<file path="config.mk">
export PLATFORM = sky130hd
export DESIGN_NAME = csc_control
export DESIGN_NICKNAME = d
export VERILOG_FILES = /design/src/inc/csc_pkg.sv /design/src/csc_flag.sv /design/src/csc_control.sv
export SDC_FILE = /design/constraint.sdc
export NUM_CORES = 1
export LEC_CHECK = 0
export BUFFER_PORTS_ARGS = -buffer_cell sky130_fd_sc_hd__buf_2
export CAP_MARGIN = 20
export CORE_MARGIN = 2
export CORE_UTILIZATION = 36
export CTS_CLUSTER_DIAMETER = 100
export CTS_CLUSTER_SIZE = 28
export DETAILED_ROUTE_END_ITERATION = 6
export HOLD_SLACK_MARGIN = 0.15
export PLACE_DENSITY = 0.75
export SLEW_MARGIN = 0
export SYNTH_ARGS = -nofsm -noshare
export SYNTH_HDL_FRONTEND = slang
export SYNTH_SLANG_ARGS = --single-unit
</file>
<file path="constraint.sdc">
create_clock -name sys_clk -period 1.39 [get_ports sys_clk]
set_input_delay 0.0695 -clock sys_clk [delete_from_list [all_inputs] [get_ports sys_clk]]
set_output_delay 0.0695 -clock sys_clk [all_outputs]
set_load 0.01 [all_outputs]
</file>
<file path="src/inc/csc_pkg.sv">
package csc_pkg;

    // ************************************************************
    // Register map
    // ************************************************************
    localparam logic [7:0] CSC_CONTROL_ADDR = 8'hB0;
    localparam logic [7:0] CSC_CONTROL_RESET = 8'h00;

    // ************************************************************
    // Field positions of the control register
    // ************************************************************
    localparam int CSC_BIT_ENABLE = 7;
    localparam int CSC_BIT_EOS = 6;
    localparam int CSC_BIT_DONE = 5;
    localparam int CSC_BIT_BUSY = 4;
    localparam int CSC_BIT_CMPEN = 3;
    localparam int CSC_BIT_PME = 1;
    localparam int CSC_BIT_CMPF = 0;

    // ************************************************************
    // Start modes and flag indices
    // ************************************************************
    localparam logic [2:0] CSC_MODE_SOFTWARE = 3'h0;
    localparam int CSC_NUM_FLAGS = 4;
    localparam int CSC_FLAG_EOS = 0;
    localparam int CSC_FLAG_DONE = 1;
    localparam int CSC_FLAG_PME = 2;
    localparam int CSC_FLAG_CMPF = 3;

    // Events reported by the converter core, same clock
    typedef struct packed {
        logic conv_done;
        logic scan_done;
        logic retry;
        logic [15:0] result;
    } csc_event_t;

    // Register bus access
    typedef struct packed {
        logic wr;
        logic [7:0] addr;
        logic [7:0] wdata;
    } csc_sfr_req_t;

    typedef enum logic {
        CSC_IDLE = 1'b0,
        CSC_BUSY = 1'b1
    } csc_state_t;

endpackage : csc_pkg

</file>
<file path="src/csc_flag.sv">
`timescale 1ns/1ps

// Sticky flag: hardware set beats a software clear in the same cycle
module csc_flag (
    input wire logic sys_clk,
    input wire logic rst,
    input wire logic hw_set,
    input wire logic sw_set,
    input wire logic sw_clr,
    output logic flag_q
);

    logic flag_d;

    // ************************************************************
    // Next value
    // ************************************************************
    always_comb begin
        flag_d = flag_q;
        if (sw_clr) begin
            flag_d = 1'b0;
        end
        // Set last so a coincident event is never lost
        if (hw_set || sw_set) begin
            flag_d = 1'b1;
        end
    end

    // Register
    always_ff @(posedge sys_clk) begin
        if (rst) begin
            flag_q <= 1'b0;
        end else begin
            flag_q <= flag_d;
        end
    end

endmodule : csc_flag

</file>
<file path="src/csc_control.sv">
`timescale 1ns/1ps

// Summary of operation
// - Enable bit 7 low holds converter in low power; high lets it convert.
// - End-of-scan flag bit 6 sets on scan finish, only software or reset clears it.
// - Conversion-done flag bit 5 sets on each conversion, only software or reset clears it.
// - Busy bit 4 reads one while a conversion runs, zero otherwise.
// - Comparator enable bit 3 switches the greater-than threshold comparator.
// - In software start mode a write of one to busy starts a conversion only while enabled and idle.
// - Pin-monitor event bit sets on any retry, cleared by software or reset.
module csc_control (
    input wire logic sys_clk,
    input wire logic rst,
    input wire csc_pkg::csc_sfr_req_t sfr_req,
    output logic [7:0] sfr_rdata_q,
    input wire csc_pkg::csc_event_t conv_event,
    input wire logic [2:0] start_mode_select,
    input wire logic hw_start,
    input wire logic [15:0] threshold,
    output logic sense_enable_q,
    output logic low_power_q,
    output logic conv_start_q,
    output logic comparator_enable_q
);

    // ************************************************************
    // Register decode
    // ************************************************************
    logic sel_wr;
    logic enable_d;
    logic cmpen_d;
    logic start_d;
    logic [7:0] rdata_d;
    logic [csc_pkg::CSC_NUM_FLAGS-1:0] flag_set;
    logic [csc_pkg::CSC_NUM_FLAGS-1:0] flag_sw_set;
    logic [csc_pkg::CSC_NUM_FLAGS-1:0] flag_clr;
    logic [csc_pkg::CSC_NUM_FLAGS-1:0] flag_q;
    logic [csc_pkg::CSC_NUM_FLAGS-1:0] clr_bits;
    csc_pkg::csc_state_t state_q;
    csc_pkg::csc_state_t state_d;

    // Only the control register address is decoded; every other address is ignored
    assign sel_wr = sfr_req.wr && (sfr_req.addr == csc_pkg::CSC_CONTROL_ADDR);

    // ************************************************************
    // Control bits
    // ************************************************************
    always_comb begin
        enable_d = sense_enable_q;
        cmpen_d = comparator_enable_q;
        if (sel_wr) begin
            enable_d = sfr_req.wdata[csc_pkg::CSC_BIT_ENABLE];
            cmpen_d = sfr_req.wdata[csc_pkg::CSC_BIT_CMPEN];
        end
    end

    // ************************************************************
    // Conversion sequencing
    // ************************************************************
    // Two states only: the core owns timing, we only track busy.
    // A start written while busy is dropped, not queued, so software
    // must poll busy or wait for the done flag before the next start.
    // The start pulse lasts one cycle; the core must latch it.
    // Hardware starts use the same path, gated by the mode field.
    always_comb begin
        state_d = state_q;
        start_d = 1'b0;
        unique case (state_q)
            csc_pkg::CSC_IDLE: begin
                // Start only while enabled; a start while idle-disabled is dropped
                if (sense_enable_q) begin
                    if (start_mode_select == csc_pkg::CSC_MODE_SOFTWARE) begin
                        start_d = sel_wr && sfr_req.wdata[csc_pkg::CSC_BIT_BUSY];
                    end else begin
                        start_d = hw_start;
                    end
                end
                if (start_d) begin
                    state_d = csc_pkg::CSC_BUSY;
                end
            end
            csc_pkg::CSC_BUSY: begin
                // Disabling aborts the conversion so busy never sticks
                if (conv_event.conv_done || !sense_enable_q) begin
                    state_d = csc_pkg::CSC_IDLE;
                end
            end
        endcase
    end

    // ************************************************************
    // Flag sources
    // ************************************************************
    always_comb begin
        clr_bits = '0;
        flag_sw_set = '0;
        flag_set[csc_pkg::CSC_FLAG_EOS] = conv_event.scan_done;
        flag_set[csc_pkg::CSC_FLAG_DONE] = conv_event.conv_done;
        flag_set[csc_pkg::CSC_FLAG_PME] = conv_event.retry;
        flag_set[csc_pkg::CSC_FLAG_CMPF] = conv_event.conv_done && comparator_enable_q
            && (conv_event.result > threshold);
        if (sel_wr) begin
            // Flags clear on a written zero; a written one leaves them alone, except done, which it sets
            clr_bits[csc_pkg::CSC_FLAG_EOS] = !sfr_req.wdata[csc_pkg::CSC_BIT_EOS];
            clr_bits[csc_pkg::CSC_FLAG_DONE] = !sfr_req.wdata[csc_pkg::CSC_BIT_DONE];
            clr_bits[csc_pkg::CSC_FLAG_PME] = !sfr_req.wdata[csc_pkg::CSC_BIT_PME];
            clr_bits[csc_pkg::CSC_FLAG_CMPF] = !sfr_req.wdata[csc_pkg::CSC_BIT_CMPF];
            // Done flag is read/write, so software may raise it for testing
            flag_sw_set[csc_pkg::CSC_FLAG_DONE] = sfr_req.wdata[csc_pkg::CSC_BIT_DONE];
        end
        flag_clr = clr_bits;
    end

    // One sticky cell per flag, set wins over clear
    // Trade-off: a write that clears a flag in the cycle of its event
    // leaves it set, so software may see the flag again after a clear.
    genvar gi;
    generate
        for (gi = 0; gi < csc_pkg::CSC_NUM_FLAGS; gi++) begin : g_flag
            csc_flag u_flag (
                .sys_clk(sys_clk),
                .rst(rst),
                .hw_set(flag_set[gi]),
                .sw_set(flag_sw_set[gi]),
                .sw_clr(flag_clr[gi]),
                .flag_q(flag_q[gi])
            );
        end
    endgenerate

    // ************************************************************
    // Read data, one cycle behind the address
    // ************************************************************
    always_comb begin
        rdata_d = 8'h00;
        if (sfr_req.addr == csc_pkg::CSC_CONTROL_ADDR) begin
            rdata_d[csc_pkg::CSC_BIT_ENABLE] = sense_enable_q;
            rdata_d[csc_pkg::CSC_BIT_EOS] = flag_q[csc_pkg::CSC_FLAG_EOS];
            rdata_d[csc_pkg::CSC_BIT_DONE] = flag_q[csc_pkg::CSC_FLAG_DONE];
            rdata_d[csc_pkg::CSC_BIT_BUSY] = (state_q == csc_pkg::CSC_BUSY);
            rdata_d[csc_pkg::CSC_BIT_CMPEN] = comparator_enable_q;
            rdata_d[csc_pkg::CSC_BIT_PME] = flag_q[csc_pkg::CSC_FLAG_PME];
            rdata_d[csc_pkg::CSC_BIT_CMPF] = flag_q[csc_pkg::CSC_FLAG_CMPF];
        end
    end

    // ************************************************************
    // Registers
    // ************************************************************
    // Low power follows the next enable value so it never lags the
    // enable output by a cycle; both come straight from flip-flops.
    // Reset leaves the converter disabled and in low power.
    always_ff @(posedge sys_clk) begin
        if (rst) begin
            sense_enable_q <= csc_pkg::CSC_CONTROL_RESET[csc_pkg::CSC_BIT_ENABLE];
            low_power_q <= 1'b1;
            comparator_enable_q <= csc_pkg::CSC_CONTROL_RESET[csc_pkg::CSC_BIT_CMPEN];
            conv_start_q <= 1'b0;
            state_q <= csc_pkg::CSC_IDLE;
            sfr_rdata_q <= 8'h00;
        end else begin
            sense_enable_q <= enable_d;
            low_power_q <= !enable_d;
            comparator_enable_q <= cmpen_d;
            conv_start_q <= start_d;
            state_q <= state_d;
            sfr_rdata_q <= rdata_d;
        end
    end

endmodule : csc_control

</file>
Yosys cells after proc, flatten, opt, wreduce, memory -nomap -nowiden
Cells that the tools add are included.
{"block": "totals", "register_bits": 17, "in_bits": 58, "out_inout_bits": 12, "wordCells": 51}
{"block": "op_classes", "magnitude_cmp": 1, "eq_ne": 1, "muxes": 17, "bitwise": 2, "n_reduce_logical": 19}
{"operator": "$gt A16 B16 Y1", "n": 1}
{"operator": "$mux W1", "n": 15}
{"operator": "$eq A8 B8 Y1 const B", "n": 1}
{"operator": "$reduce_bool A2 Y1", "n": 4}
{"operator": "$logic_not A1 Y1", "n": 6}
{"operator": "$logic_and A1 B1 Y1", "n": 4}
{"operator": "$mux W4", "n": 1}
{"operator": "$reduce_or A2 Y1", "n": 2}
{"operator": "$logic_not A3 Y1", "n": 1}
{"operator": "$logic_or A1 B1 Y1", "n": 2}
{"operator": "$not A1 Y1", "n": 2}
{"operator": "$pmux W1 S2", "n": 1}

Longest topological paths before layout
Gate-level depths: netlist of the first run.
{"block": "logic_depth", "depth_word": 8, "ltp_mapped": 7, "mapped_depth_nobuf": 7}

By module
Synthesis of the first run repeated with hierarchy kept, for this count alone.
{"block": "unflattened", "hier_cells": 119, "hier_area_um2": 1012.2}
{"mod": "csc_control", "instances": 1, "cells_per_inst": 103, "area_per_inst_um2": 872.1, "seq_area_each_um2": 240.2}
{"mod": "csc_flag", "instances": 4, "cells_per_inst": 4, "area_per_inst_um2": 35.0, "seq_area_each_um2": 20.0}

Worst setup path before layout of the first run
No wires, ideal clock.
{"block": "synth_timing", "path_kind": "input port to flip-flop", "startpoint": "input threshold[15]", "endpoint": "register g_flag[3].u_flag.flag_q", "setup_ps": 101, "arrival_ps": 1193, "required_time_ps": 1289, "slack_ps": 96, "cell_stages": 6, "n_path_buf": 0, "path_cell_list": "inv_1 -> ha_1 -> nand4_1 -> a2111oi_0 -> nor4_1 -> o41ai_1"}
{"block": "synth_between", "elab_chain_len": 3, "elab_cells_between_ends": 4, "classes_between": "order compare (1); mux (1); reduce/logical (2)"}
{"item": "start: declaration", "line_no": "csc_control.sv:19", "source": "input wire logic [15:0] threshold,"}
{"item": "$gt A16 B16 Y1 *", "line_no": "csc_control.sv:101", "source": "&& (conv_event.result > threshold);"}
{"item": "$logic_and A1 B1 Y1 *", "line_no": "csc_control.sv:101"}
{"item": "$mux W1 / $reduce_bool A2 Y1 (equally long branches)"}
{"item": "end signal: assignment", "line_no": "csc_flag.sv:34", "source": "flag_q <= flag_d;"}
{"item": "end: declaration", "line_no": "csc_flag.sv:10", "source": "output logic flag_q"}
Every way passes the cells marked *; elsewhere a longest branch is shown, timed or not.
A chain may end at the register's enable or synchronous reset.

Worst setup path after layout of the first run
{"block": "layout_timing", "startpoint": "input threshold[1]", "endpoint": "register g_flag[3].u_flag.flag_q"}
The elaborated chain is that of the path after synthesis.

==> results by group, run 1 <==
Power and ir drop
  – Max VDD drop: 491 uV
  – Pleak: 0.872 nW
  – Clk pwr share: 0.291
  – Sw Ratio: 0.235
  – Pwr per Cell Area: 653 mW/mm^2
  – Combinational share of power: 0.239
  – Sequential power share: 0.470
  – NetSw: 233 uW
  – Pwr Total: 993 uW
  – Cell Int Power: 760 uW

Yosys
  – Most frequent cells after synthesis: inv_1, dfxtp_1, ha_1
  – Top-count cell post-synth: inv_1
  – Top_reg_cell synth: dfxtp_1
  – Largest area contributor in the netlist: dfxtp_1
  – Cells after Synth: 108
  – Cell area after synthesis: 987 sq um
  – Seq cells post-synth: 16
  – Share of the synthesized area in the top cell type: 0.324
  – Sequential fraction of the synthesis area: 0.324
  – Syn_nets: 182
  – Synth cell types: 30
  – Synthesized area per cell: 9.14 sq um
  – Largest cells by area after synthesis: dfxtp_1, ha_1, inv_1
  – EDFF count, synth: 0
  – Warning count from the yosys run: 0
  – Ys async rst share: 0

Worst setup path
  – Critical Path Source Type: input pin
  – Critical path class: in -> reg
  – Largest stage delay, worst path: 0.38 ns
  – CP max FO: 2
  – Reg-to-reg setup timing slack: 0.52 ns
  – Critical path required time: 1.57 ns
  – Reg2reg path depth: 2
  – Arrival time at the worst endpoint: 1.37 ns
  – Crit-path cells: buf_2, inv_1, ha_1, nor2b_1, o211ai_1, a2111oi_0, nor4_1, o41ai_1
  – Reg-to-reg endpoint: low_power_q
  – FF-to-FF Start: sense_enable_q
  – Critical Path Slowest Stage Cell: a2111oi_0
  – CP Capture Type: register

Route
  – Via count: 1,063
  – Drt pass-1 iters: 4
  – DR vias/cell: 4.79
  – Per-cell routed wire length: 10.7 um
  – Detailed Route Iter0 Violations: 15
  – WL final: 2.37 mm
  – ANT nets after route: 0
  – Drt drc: 0

GRT
  – First-pass GRT wire length: 3.93 mm
  – Initial antenna violation count: 0
  – Largest net degree at the start of global routing: 10
  – Congestion Overflow GR: 0
  – Vias in the first global route: 1,080
  – GRT Total Usage: 0.151

Hold path
  – Hold path endpoint: conv_start_q
  – Worst hold-check path type: in -> reg
  – Hold path depth: 4
  – Hold_sp: sfr_req[4]

STA
  – Final setup violation count: 0
  – Final setup TNS: 0 ns
  – Fin. Hold Viols: 0
  – Unrepaired setup endpoints after global routing: false
  – Post-layout minimum cycle time: 1.20 ns
  – Crit share post-route: 0.861
  – Max-slew violation count: 0
  – Clock skew: 0.00507 ns
  – Fmax: 836 MHz

Floorplan
  – Core Area: 0.00254 sq mm
  – DIE WIDTH: 56.4 um
  – Full die area: 0.00318 sq mm
  – Row count: 18
  – Initial Utilization: 0.388
  – Die H: 56.4 um
  – # IOs: 70

Cells and area
  – Area of the multi-input gates: 572 sq um
  – Final nets: 267
  – Share of post-route cells with drive strength above 1: 0.422
  – Syn-to-layout area delta: 54.1%
  – Filler cells: 229
  – Antenna diodes: 0
  – Register Area: 320 sq um

CTS
  – Clock tree buffer depth: 2
  – CTS Buf Count: 3
  – # H-tree levels: 1
  – Hold Buf Count CTS: 10
  – CTS resizes: 0
  – Postcts setup bufs: 0
  – CTS tree: built
  – CTS Root Cell: clkbuf_4
  – Clock Latency Late Sink: 0.27 ns
  – Clk sinks: 16
  – Worst-path clk slew: 0.09 ns

Placed design
  – Routability cong.: 0.783
  – PortBufs: 67

Flow run
  – Max Cap Viol: 0

Outcome
  – Status: finished clean
-- layer usage --
layer	track usage	up-vias	routed length, um
met5	0	-	0
met1	0.136	470	879
li1	-	539	-
met4	0.0612	0	39
met2	0.324	50	1300
met3	0.0184	4	152
-- flip-flops by register name, indices dropped and copies added (netlist names) --
| register | cells |
|---|---|
| sense_enable_q | 1 |
| low_power_q | 1 |
| conv_start_q | 1 |
| comparator_enable_q | 1 |
| g_flag.u_flag.flag_q | 4 |
| state_q | 1 |
| sfr_rdata_q | 7 |
-- cell families after synthesis --
logic type / synth area share
AOI/OAI and AO/OA: 0.136
adders and majority gates: 0.203
buffers and inverters: 0.0963
DFF: 0.324
muxes: 0.0304
other: 0.00380
and+or+nand+nor: 0.207
-- layout make-up --
class	instances	area share
multi-input cells	68	0.376
repair buffers	82	0.311
flip-flops and latches	16	0.211
inverters	22	0.0543
well taps	30	0.0247
clock buffers	4	0.0238
-- cells in the final DEF, fill, tap and decap left out, types with 2 or more instances in the layout --
cell           Yosys  final
clkbuf_4           0      3
nand2_1            3      3
mux2i_1            3      3
and2_1             7      7
a21oi_1            9      9
nand3_1            2      2
buf_2              0     67
o21ai_0            3      3
buf_4              1      5
nor4_1             2      2
dlygate4sd3_1      0     10
o211ai_1           2      2
dfxtp_1           16     16
ha_1              16     16
inv_1             22     22
a21o_1             2      2
nand4_1            4      4
-- power by group through the flow --
stage,registers (mW),clock network (mW),logic (mW)
after global routing,0.468,0.314,0.269
after global placement,0.477,0,0.205
after floorplan,0.477,0,0.101
after detailed placement,0.478,0,0.217
final,0.467,0.289,0.238
after CTS,0.467,0.302,0.241
-- how the worst max path moves through the flow --
stage                  start                      end  slack [ns]  depth (start not counted)
3_3_place_gp    threshold[1]  g_flag[3].u_flag.flag_q       -0.06                          8
5_1_grt         threshold[1]  g_flag[3].u_flag.flag_q        0.05                          8
4_1_cts         threshold[1]  g_flag[3].u_flag.flag_q        0.17                          8
6_report        threshold[1]  g_flag[3].u_flag.flag_q        0.19                          8
2_1_floorplan  threshold[15]  g_flag[3].u_flag.flag_q         0.1                          6
3_5_place_dp    threshold[1]  g_flag[3].u_flag.flag_q       -0.12                          8
-- worst max-delay path: cells and delay by family --
family                   cells  cell delay (ns)
AND/OR/NAND/NOR              2             0.23
adder cells (fa/ha/maj)      1             0.27
AO/OA/AOI/OAI                3             0.69
buffers and inverters        2             0.11
-- stage by stage --
step / cells / cell area (sq um) / util / hold WS [ns] / setup slack, ns
after floorplan: 108 / 987 / - / 0.199 / 0.0955
after global placement: 208 / 1390 / 0.544 / 0.302 / -0.0592
after detailed placement: 208 / 1390 / 0.544 / 0.321 / -0.123
after CTS: 222 / 1520 / 0.598 / 0.185 / 0.166
after global routing: 222 / 1520 / 0.598 / 0.210 / 0.0485
final: 222 / 1520 / 0.598 / 0.189 / 0.193
Note: power is estimated with default switching activity, not from simulation.
==> inputs of run 2 (changes only) <==
--- a/config.mk
+++ b/config.mk
@@ -5,15 +5,17 @@
 export SDC_FILE = /design/constraint.sdc
 export NUM_CORES = 1
 export LEC_CHECK = 0
-export BUFFER_PORTS_ARGS = -buffer_cell sky130_fd_sc_hd__buf_2
 export CAP_MARGIN = 20
+export CELL_PAD_IN_SITES_DETAIL_PLACEMENT = 0
+export CELL_PAD_IN_SITES_GLOBAL_PLACEMENT = 1
 export CORE_MARGIN = 2
-export CORE_UTILIZATION = 36
+export CORE_UTILIZATION = 37
 export CTS_CLUSTER_DIAMETER = 100
 export CTS_CLUSTER_SIZE = 28
 export DETAILED_ROUTE_END_ITERATION = 6
+export DONT_BUFFER_PORTS = 1
 export HOLD_SLACK_MARGIN = 0.15
-export PLACE_DENSITY = 0.75
+export PLACE_DENSITY_LB_ADDON = 0.1
 export SLEW_MARGIN = 0
 export SYNTH_ARGS = -nofsm -noshare
 export SYNTH_HDL_FRONTEND = slang
==> run 2 against run 1 <==
  * Combinational power decreased by 31%
  * Non-clock buffer count shrank 62
  * Hold slack got worse by 0.027 ns
  * Total power shrank 6.0%
  * Wire length is 13% lower
  * Count of clock-buffer cells in the layout stayed put
  * Via count down 24%
==> results by group, run 2 (synthesis results as in run 1) <==
CTS
  – Clock Latency Late Sink: 0.28 ns
  – CTS tree: built
  – Worst-path clk slew: 0.09 ns
  – # H-tree levels: 1
  – Clk sinks: 16
  – CTS Root Cell: clkbuf_4
  – CTS Buf Count: 3
  – Clock tree buffer depth: 2

Route
  – Drt pass-1 iters: 2
  – Drt drc: 0
  – ANT nets after route: 0
  – Per-cell routed wire length: 12.9 um
  – DR vias/cell: 5.04
  – WL final: 2.07 mm
  – Via count: 807
  – Detailed Route Iter0 Violations: 17

GRT
  – Congestion Overflow GR: 0
  – GRT Total Usage: 0.143
  – Vias in the first global route: 839
  – Initial antenna violation count: 0
  – Largest net degree at the start of global routing: 10
  – First-pass GRT wire length: 3.55 mm

Cells and area
  – Top flop regs: sfr_rdata_q x7, g_flag.u_flag.flag_q x4
  – Most frequent cells in the layout: inv_1, dlygate4sd3_1, ha_1, dfxtp_1, a21oi_1
  – Max reg flops: 7
  – Most common cell after layout, fill and taps aside: inv_1
  – Share of post-route cells with drive strength above 1: 0.0923
  – Largest register by flop count: sfr_rdata_q
  – Fin util: 0.497
  – Final nets: 205
  – Syn-to-layout area delta: 25.9%
  – Filler cells: 239
  – Register Area: 320 sq um
  – Area of the multi-input gates: 573 sq um
  – Antenna diodes: 0

Floorplan
  – DIE WIDTH: 55.7 um
  – Full die area: 0.00310 sq mm
  – Initial Utilization: 0.395
  – Die H: 55.7 um
  – # IOs: 70
  – Row count: 18
  – Core Area: 0.00250 sq mm

Worst setup path
  – Reg-to-reg endpoint: comparator_enable_q
  – Reg2reg path depth: 3
  – Critical path class: in -> reg
  – Arrival time at the worst endpoint: 1.47 ns
  – Critical Path Source Type: input pin
  – Reg-to-reg setup timing slack: 0.15 ns
  – CP Capture Type: register
  – Critical path required time: 1.56 ns
  – CP max FO: 8
  – FF-to-FF Start: comparator_enable_q

STA
  – Max-slew violation count: 0
  – Worst hold margin: 0.163 ns
  – Fmax: 767 MHz
  – Post-layout minimum cycle time: 1.30 ns
  – Crit share post-route: 0.938
  – Clock skew: 0.00246 ns
  – Final setup TNS: 0 ns
  – Fin. Hold Viols: 0
  – Unrepaired setup endpoints after global routing: false
  – Final setup violation count: 0
  – Min setup slack post-route: 0.0867 ns

Placed design
  – PortBufs: 0
  – Pre-CTS WS: -0.105 ns
  – Routability cong.: 0.699
  – Detailed Place HPWL: 1.63 mm

Power and ir drop
  – Cell Int Power: 714 uW
  – Pwr Total: 934 uW
  – Clk pwr share: 0.324
  – Combinational share of power: 0.177
  – Sequential power share: 0.500
  – NetSw: 220 uW
  – Pleak: 0.611 nW
  – Pwr per Cell Area: 752 mW/mm^2
  – Max VDD drop: 453 uV
  – Sw Ratio: 0.235

Hold path
  – Worst hold-check path type: in -> reg
  – Hold path endpoint: conv_start_q
  – Hold_sp: sfr_req[16]
  – Hold path depth: 3

Flow run
  – Max Cap Viol: 0

Outcome
  – Status: finished clean
## run 2: changes by cell type in the layout (fill, tap and decap cells not counted)
| cell | previous run | this run |
|---|---|---|
| a2111oi_1 | 0 | 1 |
| buf_4 | 5 | 3 |
| a2111oi_0 | 1 | 0 |
| buf_2 | 67 | 0 |
| dlygate4sd3_1 | 10 | 17 |
## run 2: worst max path at each step
stage	start	endpoint	slack, ns	depth (start not counted)
floorplan	threshold[15]	g_flag[3].u_flag.flag_q	0.1	6
global placement	threshold[1]	g_flag[3].u_flag.flag_q	-0.001	7
detailed placement	threshold[15]	g_flag[3].u_flag.flag_q	-0.10	6
CTS	rst	g_flag[2].u_flag.flag_q	0.12	3
global route	start_mode_select[1]	state_q	0.02	6
finish	rst	g_flag[0].u_flag.flag_q	0.09	3
## run 2: area by class of cell
| class | count | area share |
|---|---|---|
| well taps | 30 | 0.0302 |
| inverters | 22 | 0.0665 |
| flip-flops and latches | 16 | 0.258 |
| multi-input cells | 68 | 0.461 |
| repair buffers | 20 | 0.155 |
| clock buffers | 4 | 0.0292 |
## run 2: power groups by stage
stage	Sequential [mW]	Combinational (mW)	Clock [mW]
6_report	0.467	0.165	0.302
5_1_grt	0.468	0.198	0.337
4_1_cts	0.467	0.167	0.308
3_5_place_dp	0.477	0.126	0
3_3_place_gp	0.477	0.121	0
2_1_floorplan	0.477	0.101	0
## run 2: what timing repair did
item | CTS | global route
setup buffers | 0 | 0
endpoints found under the setup margin | 0 | 1
gates resized for setup | 0 | 1
hold buffers | 17 | 0
endpoints found under the hold margin | 9 | 0
## run 2: stage by stage
step | instance area [sq um] | std cells
detailed placement | 1030 | 139
global placement | 1030 | 139
CTS | 1240 | 160
global route | 1240 | 160
finish | 1240 | 160
floorplan | 987 | 108
## run 2: layer usage
layer	global-route usage	wire length, um	up-vias
li1	-	-	419
met1	0.187	878	351
met2	0.238	1050	35
met3	0.0209	122	2
met4	0.0523	19	0
met5	0	0	-
## run 2: worst max-delay path, cell delays in order
cell and delay (ns):
dlygate4sd3_1 0.75, a21oi_1 0.08, dlygate4sd3_1 0.58
